<file path="src/asrc_pkg.sv">
// package: pin timing constants and types for the async sram host controller
`default_nettype none
package asrc_pkg;
	// ****************************************
	// geometry
	// ****************************************
	localparam int ADDR_W = 15;
	localparam int DATA_W = 8;
	localparam int DEPTH  = 32768;

	// ****************************************
	// timing, ns as printed for the fastest grade
	// ****************************************
	localparam int CLK_PERIOD_NS        = 50;
	localparam int CYCLE_TIME_NS        = 12;
	localparam int ADDRESS_ACCESS_NS    = 12;
	localparam int GATE_ACCESS_NS       = 6;
	localparam int GATE_FLOAT_NS        = 6;
	localparam int ENABLE_FLOAT_NS      = 7;
	localparam int ADDR_TO_STROBE_END_NS = 10;
	localparam int WRITE_DATA_SETUP_NS  = 6;
	localparam int STROBE_HIGH_DRIVE_NS = 2;

	// least times round up, never below one cycle
	function automatic int min_cycles(input int ns);
		int c;
		c = (ns + CLK_PERIOD_NS - 1) / CLK_PERIOD_NS;
		return (c < 1) ? 1 : c;
	endfunction

	localparam int READ_WAIT_CYC  = min_cycles(ADDRESS_ACCESS_NS + 2 * CLK_PERIOD_NS);
	localparam int STROBE_CYC     = min_cycles(ADDR_TO_STROBE_END_NS);
	localparam int FLOAT_CYC      = min_cycles(ENABLE_FLOAT_NS);
	localparam int RECOVER_CYC    = min_cycles(CYCLE_TIME_NS);
	localparam int CNT_W          = 4;

	typedef enum logic [2:0] {
		ST_IDLE  = 3'b000,
		ST_READ  = 3'b001,
		ST_RDONE = 3'b010,
		ST_WSET  = 3'b011,
		ST_WSTB  = 3'b100,
		ST_WHOLD = 3'b101,
		ST_FLOAT = 3'b110
	} asrc_state_t;
endpackage : asrc_pkg
`default_nettype wire

</file>
<file path="src/asrc_pin_if.sv">
// interface: sram pin group between the sequencer and the pin stage
`default_nettype none
interface asrc_pin_if;
	logic [asrc_pkg::ADDR_W-1:0] addr;
	logic                        cs_n;
	logic                        gate_n;
	logic                        strobe_n;
	logic [asrc_pkg::DATA_W-1:0] wdata;
	logic                        drive;
	logic [asrc_pkg::DATA_W-1:0] rdata;
	modport seq (output addr, cs_n, gate_n, strobe_n, wdata, drive, input rdata);
	modport pin (input addr, cs_n, gate_n, strobe_n, wdata, drive, output rdata);
endinterface : asrc_pin_if
`default_nettype wire

</file>
<file path="src/asrc_pin_stage.sv">
// module: registered pin drivers and two-flop sync of the read bus
`default_nettype none
module asrc_pin_stage (
	input  wire logic                        i_core_clk,
	input  wire logic                        i_reset_n,
	asrc_pin_if.pin                          pins,
	input  wire logic [asrc_pkg::DATA_W-1:0] i_dq_in,
	output logic      [asrc_pkg::DATA_W-1:0] o_dq_out,
	output logic      [asrc_pkg::DATA_W-1:0] o_dq_oe,
	output logic      [asrc_pkg::ADDR_W-1:0] o_addr,
	output logic                             o_cs_n,
	output logic                             o_gate_n,
	output logic                             o_strobe_n
);
	typedef struct packed {
		logic [asrc_pkg::DATA_W-1:0] sync1;
		logic [asrc_pkg::DATA_W-1:0] sync2;
		logic [asrc_pkg::DATA_W-1:0] dout;
		logic [asrc_pkg::DATA_W-1:0] oe;
		logic [asrc_pkg::ADDR_W-1:0] addr;
		logic                        cs_n;
		logic                        gate_n;
		logic                        strobe_n;
	} asrc_pin_st_t;

	asrc_pin_st_t st_ff;
	asrc_pin_st_t nxt_st;

	// ****************************************
	// next state
	// ****************************************
	always_comb begin
		nxt_st          = st_ff;
		nxt_st.sync1    = i_dq_in;
		nxt_st.sync2    = st_ff.sync1;
		nxt_st.dout     = pins.wdata;
		nxt_st.oe       = {asrc_pkg::DATA_W{pins.drive}};
		nxt_st.addr     = pins.addr;
		nxt_st.cs_n     = pins.cs_n;
		nxt_st.gate_n   = pins.gate_n;
		nxt_st.strobe_n = pins.strobe_n;
		if (!i_reset_n) begin
			nxt_st          = '0;
			nxt_st.cs_n     = 1'b1;
			nxt_st.gate_n   = 1'b1;
			nxt_st.strobe_n = 1'b1; // strobe high outside writes
		end
	end

	// state register
	always_ff @(posedge i_core_clk) begin
		st_ff <= nxt_st;
	end

	assign pins.rdata = st_ff.sync2;
	assign o_dq_out   = st_ff.dout;
	assign o_dq_oe    = st_ff.oe;
	assign o_addr     = st_ff.addr;
	assign o_cs_n     = st_ff.cs_n;
	assign o_gate_n   = st_ff.gate_n;
	assign o_strobe_n = st_ff.strobe_n;
endmodule : asrc_pin_stage
`default_nettype wire

</file>
<file path="src/asrc_host.sv">
// module: host controller sequencing read and strobe-controlled write cycles
// Contract
// - host keeps strobe high during reads
// - address valid before select falls; host sets both on the same edge
// - host spaces cycles at least 12 ns
// - address set before strobe, 10 ns to end
// - data 6 ns before strobe rises, 0 hold
// - host gives minimums, memory gives maximums
`default_nettype none
module asrc_host (
	input  wire logic                        i_core_clk,
	input  wire logic                        i_reset_n,
	input  wire logic                        i_req_valid,
	input  wire logic                        i_req_write,
	input  wire logic [asrc_pkg::ADDR_W-1:0] i_req_addr,
	input  wire logic [asrc_pkg::DATA_W-1:0] i_req_wdata,
	output logic                             o_req_ready,
	output logic                             o_rsp_valid,
	output logic      [asrc_pkg::DATA_W-1:0] o_rsp_rdata,
	output logic      [asrc_pkg::ADDR_W-1:0] o_sram_addr,
	output logic                             o_sram_cs_n,
	output logic                             o_sram_gate_n,
	output logic                             o_sram_strobe_n,
	input  wire logic [asrc_pkg::DATA_W-1:0] i_sram_dq,
	output logic      [asrc_pkg::DATA_W-1:0] o_sram_dq,
	output logic      [asrc_pkg::DATA_W-1:0] o_sram_dq_oe
);
	typedef struct packed {
		asrc_pkg::asrc_state_t       state;
		logic [asrc_pkg::CNT_W-1:0]  cnt;
		logic [asrc_pkg::ADDR_W-1:0] addr;
		logic [asrc_pkg::DATA_W-1:0] wdata;
		logic                        cs_n;
		logic                        gate_n;
		logic                        strobe_n;
		logic                        drive;
		logic                        rsp_valid;
		logic [asrc_pkg::DATA_W-1:0] rdata;
	} asrc_host_st_t;

	localparam logic [asrc_pkg::CNT_W-1:0] READ_WAIT = asrc_pkg::CNT_W'(asrc_pkg::READ_WAIT_CYC);
	localparam logic [asrc_pkg::CNT_W-1:0] STROBE_W  = asrc_pkg::CNT_W'(asrc_pkg::STROBE_CYC);
	localparam logic [asrc_pkg::CNT_W-1:0] FLOAT_W   = asrc_pkg::CNT_W'(asrc_pkg::FLOAT_CYC);
	localparam logic [asrc_pkg::CNT_W-1:0] RECOVER_W = asrc_pkg::CNT_W'(asrc_pkg::RECOVER_CYC);
	localparam logic [asrc_pkg::CNT_W-1:0] CNT_ONE   = asrc_pkg::CNT_W'(1);

	asrc_host_st_t st_ff;
	asrc_host_st_t nxt_st;
	asrc_pin_if    pins ();

	// ****************************************
	// sequencer
	// ****************************************
	always_comb begin
		nxt_st           = st_ff;
		nxt_st.rsp_valid = 1'b0;
		case (st_ff.state)
			asrc_pkg::ST_IDLE: begin
				if (i_req_valid) begin
					nxt_st.addr = i_req_addr; // address set on the same edge that select falls
					nxt_st.wdata = i_req_wdata;
					nxt_st.cs_n = 1'b0;
					if (i_req_write) begin
						nxt_st.state = asrc_pkg::ST_WSET; // gate stays high so bus floats
					end else begin
						nxt_st.gate_n = 1'b0; // read with strobe held high
						nxt_st.cnt    = READ_WAIT; // covers access plus pin and sync flops
						nxt_st.state  = asrc_pkg::ST_READ;
					end
				end
			end
			asrc_pkg::ST_READ: begin
				if (st_ff.cnt == CNT_ONE) begin
					nxt_st.state = asrc_pkg::ST_RDONE;
				end else begin
					nxt_st.cnt = st_ff.cnt - CNT_ONE;
				end
			end
			asrc_pkg::ST_RDONE: begin
				nxt_st.rdata     = pins.rdata; // sampled while address still held
				nxt_st.rsp_valid = 1'b1;
				nxt_st.cs_n      = 1'b1;
				nxt_st.gate_n    = 1'b1;
				nxt_st.cnt       = FLOAT_W; // wait for the memory to release
				nxt_st.state     = asrc_pkg::ST_FLOAT;
			end
			asrc_pkg::ST_WSET: begin
				nxt_st.strobe_n = 1'b0; // write overlap of select and strobe
				nxt_st.drive    = 1'b1; // drive only after memory floated
				nxt_st.cnt      = STROBE_W;
				nxt_st.state    = asrc_pkg::ST_WSTB;
			end
			asrc_pkg::ST_WSTB: begin
				if (st_ff.cnt == CNT_ONE) begin
					nxt_st.strobe_n = 1'b1; // data and address held well past setup
					nxt_st.state    = asrc_pkg::ST_WHOLD;
				end else begin
					nxt_st.cnt = st_ff.cnt - CNT_ONE;
				end
			end
			asrc_pkg::ST_WHOLD: begin
				nxt_st.drive     = 1'b0; // release before memory could redrive
				nxt_st.cs_n      = 1'b1;
				nxt_st.rsp_valid = 1'b1;
				nxt_st.cnt       = FLOAT_W;
				nxt_st.state     = asrc_pkg::ST_FLOAT;
			end
			asrc_pkg::ST_FLOAT: begin
				if (st_ff.cnt <= RECOVER_W) begin
					nxt_st.state = asrc_pkg::ST_IDLE; // cycle spacing kept
				end else begin
					nxt_st.cnt = st_ff.cnt - CNT_ONE;
				end
			end
			default: begin
				nxt_st.state = asrc_pkg::ST_IDLE;
			end
		endcase
		if (!i_reset_n) begin
			nxt_st          = '0;
			nxt_st.state    = asrc_pkg::ST_IDLE;
			nxt_st.cs_n     = 1'b1;
			nxt_st.gate_n   = 1'b1;
			nxt_st.strobe_n = 1'b1;
		end
	end

	// state register
	always_ff @(posedge i_core_clk) begin
		st_ff <= nxt_st;
	end

	// ****************************************
	// pin stage
	// ****************************************
	assign pins.addr     = st_ff.addr; // 15-bit address into 32768 bytes
	assign pins.cs_n     = st_ff.cs_n;
	assign pins.gate_n   = st_ff.gate_n;
	assign pins.strobe_n = st_ff.strobe_n;
	assign pins.wdata    = st_ff.wdata;
	assign pins.drive    = st_ff.drive;

	asrc_pin_stage u_pins (
		.i_core_clk (i_core_clk),
		.i_reset_n  (i_reset_n),
		.pins       (pins.pin),
		.i_dq_in    (i_sram_dq),
		.o_dq_out   (o_sram_dq),
		.o_dq_oe    (o_sram_dq_oe),
		.o_addr     (o_sram_addr),
		.o_cs_n     (o_sram_cs_n),
		.o_gate_n   (o_sram_gate_n),
		.o_strobe_n (o_sram_strobe_n)
	);

	// request and answer
	assign o_req_ready = (st_ff.state == asrc_pkg::ST_IDLE);
	assign o_rsp_valid = st_ff.rsp_valid;
	assign o_rsp_rdata = st_ff.rdata;
endmodule : asrc_host
`default_nettype wire

</file>
<file path="config.mk">
export PLATFORM = sky130hd
export DESIGN_NAME = asrc_host
export DESIGN_NICKNAME = d
export VERILOG_FILES = /design/src/asrc_pkg.sv /design/src/asrc_pin_if.sv /design/src/asrc_pin_stage.sv /design/src/asrc_host.sv
export SDC_FILE = /design/constraint.sdc
export NUM_CORES = 1
export LEC_CHECK = 0
export BUFFER_PORTS_ARGS = -buffer_cell sky130_fd_sc_hd__buf_2
export CAP_MARGIN = 5
export CORE_MARGIN = 1
export CORE_UTILIZATION = 56
export DETAILED_ROUTE_END_ITERATION = 8
export GPL_TIMING_DRIVEN = 1
export PLACE_DENSITY = 0.91
export SYNTH_ARGS = -nofsm -noshare
export SYNTH_HDL_FRONTEND = slang
export SYNTH_SLANG_ARGS = --single-unit
</file>
<file path="constraint.sdc">
create_clock -name i_core_clk -period 3.13 [get_ports i_core_clk]
set_clock_uncertainty 0.1 [all_clocks]
set_input_delay 0.626 -clock i_core_clk [delete_from_list [all_inputs] [get_ports i_core_clk]]
set_output_delay 0.626 -clock i_core_clk [all_outputs]
set_load 0.05 [all_outputs]
</file>
==> run_results.csv <==
group,metric,value,unit
detailed_routing,vias,2402,
logic_synthesis,yosysMostFrequentCell,"dfxtp_1",
pwr,power,2.80,mW
placed_design,dp_hpwl,4020,um
worst_setup_path,worstPathArrival,1.46,ns
placed_design,io_buffers,78,
clock_tree,ctsResizeCount,0,
cells_and_area,antenna-diode-count,0,
floorplan,die_w,78.1,um
pwr,peakVddDrop,0.379,mV
floorplan,core_area,5540,um^2
clock_tree,clkLatencyLatePin,0.36,ns
worst_setup_path,rr_worst_depth,6,
worst_setup_path,critPathKind,"reg -> out",
grt,grtUsageTotal,21.5,%
worst_setup_path,critPathLaunchType,"flop",
floorplan,io_pins,79,
worst_setup_path,critical_path_peak_fanout,16,
cells_and_area,nets,437,
floorplan,die_area,6090,um^2
sta,grt_setup_unrepaired,"false",
worst_setup_path,required,2.40,ns
placed_design,dp_slack,1.12,ns
worst_hold_path,whs_path_depth,2,
grt,grt_max_degree,56,
pwr,p_sw_share,34.6,%
sta,fin_setup_tns,0,ns
placed_design,dp_cells,460,
detailed_routing,drtIter0Drc,106,
placed_design,globalplace.congestion,0.874,
clock_tree,hold_buffers,0,
logic_synthesis,synth.distinct_cells,32,
sta,worst_slew_pin_slew,0.788,ns
pwr,p_leak,1.59,nW
cells_and_area,final_area,3580,um^2
logic_synthesis,yosys-top-cells-area,"dfxtp_1 (53%), buf_4 (9.5%), nand2_1 (8.7%)",
logic_synthesis,synth_commonest_cells,"dfxtp_1 (86), nand2_1 (75), and2_1 (42), buf_4 (41), a21oi_1 (38)",
logic_synthesis,syn_area,3240,um^2
detailed_routing,postRouteWirelength,6120,um
cells_and_area,drive_gt1_share,25.5,%
cells_and_area,syn2layout_area_growth,10.5,%
sta,period_needed,2.19,ns
grt,use_met1,23.1,%
logic_synthesis,synth_edf_count,0,
logic_synthesis,ys_seq_area_share,53.1,%
grt,grt.busiest_layer,"met2",
placed_design,place_area,3370,um^2
logic_synthesis,async_flop_share,0,%
detailed_routing,antenna_left,0,
clock_tree,cts_setup_buffers,0,
worst_setup_path,cp-end-kind,"output port",
cells_and_area,finalNonFillerCells,476,
logic_synthesis,synthCells,364,
grt,grt_pass1_vias,2236,
logic_synthesis,yosysTopAreaCellShare,53.1,%
grt,grt_pass1_wl,9850,um
job,cap_viol_max_count,0,
grt,grt_use_met3,7.44,%
worst_setup_path,r2r_end,"st_ff[37]",
sta,drv_slew,0,
pwr,power.switching,970,uW
clock_tree,cts_sinks,86,
outcome,outcome,"complete, no violations",
clock_tree,htreeDepth,3,
sta,fin_crit_sh,69.8,%
clock_tree,cts_buffers,9,
logic_synthesis,yosys_warnings,0,
clock_tree,cts_root_buffer,"clkbuf_8",
logic_synthesis,synth_ff_type,"dfxtp_1",
detailed_routing,via_per_inst,5.05,
worst_hold_path,hold_path_class,"reg -> reg",
sta,fmax,458,MHz
logic_synthesis,synth_fp_nets,402,
logic_synthesis,yosysTopAreaCell,"dfxtp_1",
sta,fin_ws,0.945,ns
worst_setup_path,rrSetupSlack,1.10,ns
clock_tree,cts.clk_slew.worst_paths,0.08,ns
sta,hold_viol,0,
worst_hold_path,hold_path_startpoint,"u_pins.pins.rdata[1]",
floorplan,chipHeight,78.1,um
pwr,p_clk_share,28.0,%
worst_setup_path,r2r-start,"st_ff[37]",
worst_setup_path,critPathCapture,"o_req_ready",
detailed_routing,drc_errors,0,
floorplan,rows,27,
grt,antenna_found_initial,0,
pwr,powerDensity,782,nW/um^2
detailed_routing,wl_per_cell,12.9,um
clock_tree,clock_path_buffers,2,
sta,slew_headroom,47.4,%
logic_synthesis,ys_ff_latch,86,
floorplan,start_util,58.5,%
sta,finalSetupViolCount,0,
clock_tree,cts_tree,"built",
logic_synthesis,syn_avg_cell_area,8.90,um^2
worst_setup_path,setup.worst_path.start,"st_ff[42]",
grt,grt.met2_usage,36.1,%
pwr,p_int,1.83,mW
grt,overflow,0,
detailed_routing,first_pass_iters,4,
pwr,combinationalPowerShare,25.5,%
pwr,power.share.sequential,46.4,%
[metal layers]
metal	routed length [um]	share of wire, %
met5	0	0
met4	231	3.8
met3	361	5.9
met2	3040	50
met1	2490	41
[worst max-delay path, stage by stage (launching register included)]
cell and delay [ns]:
dfxtp_1 0.48, nor3_1 0.31, buf_2 0.31
[per-stage QoR]
step | util (%) | hold WS [ns]
CTS | 64.6 | 0.337
detailed placement | 60.9 | 0.323
floorplan | - | 0.304
global route | 64.6 | 0.340
global placement | 60.9 | 0.315
finish | 64.6 | 0.336
[cell families after synthesis]
family | count (synthesis) | share of synthesized area (%)
AO/OA/AOI/OAI | 55 | 9.35
adder cells (fa/ha/maj) | 3 | 1.16
buffers and inverters | 64 | 12.3
flip-flops | 86 | 53.1
multiplexers | 3 | 0.927
AND/OR/NAND/NOR | 153 | 23.1
[layout by cell type, fill, tap and decap left out, types with 2 or more instances in the layout]
| cell type | Yosys | routed |
|---|---|---|
| dfxtp_1 | 86 | 86 |
| buf_2 | 4 | 78 |
| nand2_1 | 75 | 75 |
| and2_1 | 42 | 42 |
| a21oi_1 | 38 | 38 |
| clkbuf_8 | 0 | 10 |
| nor2_1 | 9 | 9 |
| o21ai_0 | 7 | 7 |
| inv_1 | 6 | 6 |
| nand3_1 | 6 | 6 |
| nor3_1 | 6 | 5 |
| nand2b_1 | 5 | 5 |
| clkinvlp_4 | 0 | 4 |
| o22ai_1 | 3 | 3 |
| mux2i_1 | 3 | 3 |
| ha_1 | 3 | 3 |
| buf_4 | 41 | 3 |
| o211ai_1 | 2 | 2 |
| nor4_1 | 2 | 2 |
[power by group through the flow]
stage / Combinational, mW / Sequential, mW / Clock (mW)
2_1_floorplan: 0.612 / 1.30 / 0
3_3_place_gp: 0.681 / 1.31 / 0
3_5_place_dp: 0.706 / 1.32 / 0
4_1_cts: 0.716 / 1.30 / 0.800
5_1_grt: 0.782 / 1.32 / 0.842
6_report: 0.715 / 1.30 / 0.784
[layout make-up]
| class | count | area (um^2) |
|---|---|---|
| Fill cell | 444 | 1960 |
| Sequential cell | 86 | 1720 |
| Multi-Input combinational cell | 214 | 1120 |
| Timing Repair Buffer | 81 | 413 |
| Clock buffer | 10 | 138 |
| Tap cell | 72 | 90.1 |
| Clock inverter | 6 | 68.8 |
| Inverter | 7 | 26.3 |
[flip-flops by register name (all words and copies together) (netlist names), 7 cells and up]
register / count
pins.addr: 15
u_pins.o_addr: 15
o_rsp_rdata: 8
pins.wdata: 8
u_pins.o_dq_out: 8
u_pins.pins.rdata: 8
u_pins.st_ff: 8
st_ff: 7
[worst min path at each step]
stage / end / slack (ns)
6_report: o_rsp_rdata[1] / 0.34
5_1_grt: u_pins.pins.rdata[0] / 0.34
4_1_cts: u_pins.pins.rdata[0] / 0.34
3_5_place_dp: u_pins.pins.rdata[6] / 0.32
3_3_place_gp: u_pins.pins.rdata[1] / 0.31
2_1_floorplan: u_pins.o_gate_n / 0.30
No activity file was read; power rests on OpenSTA's default activity.
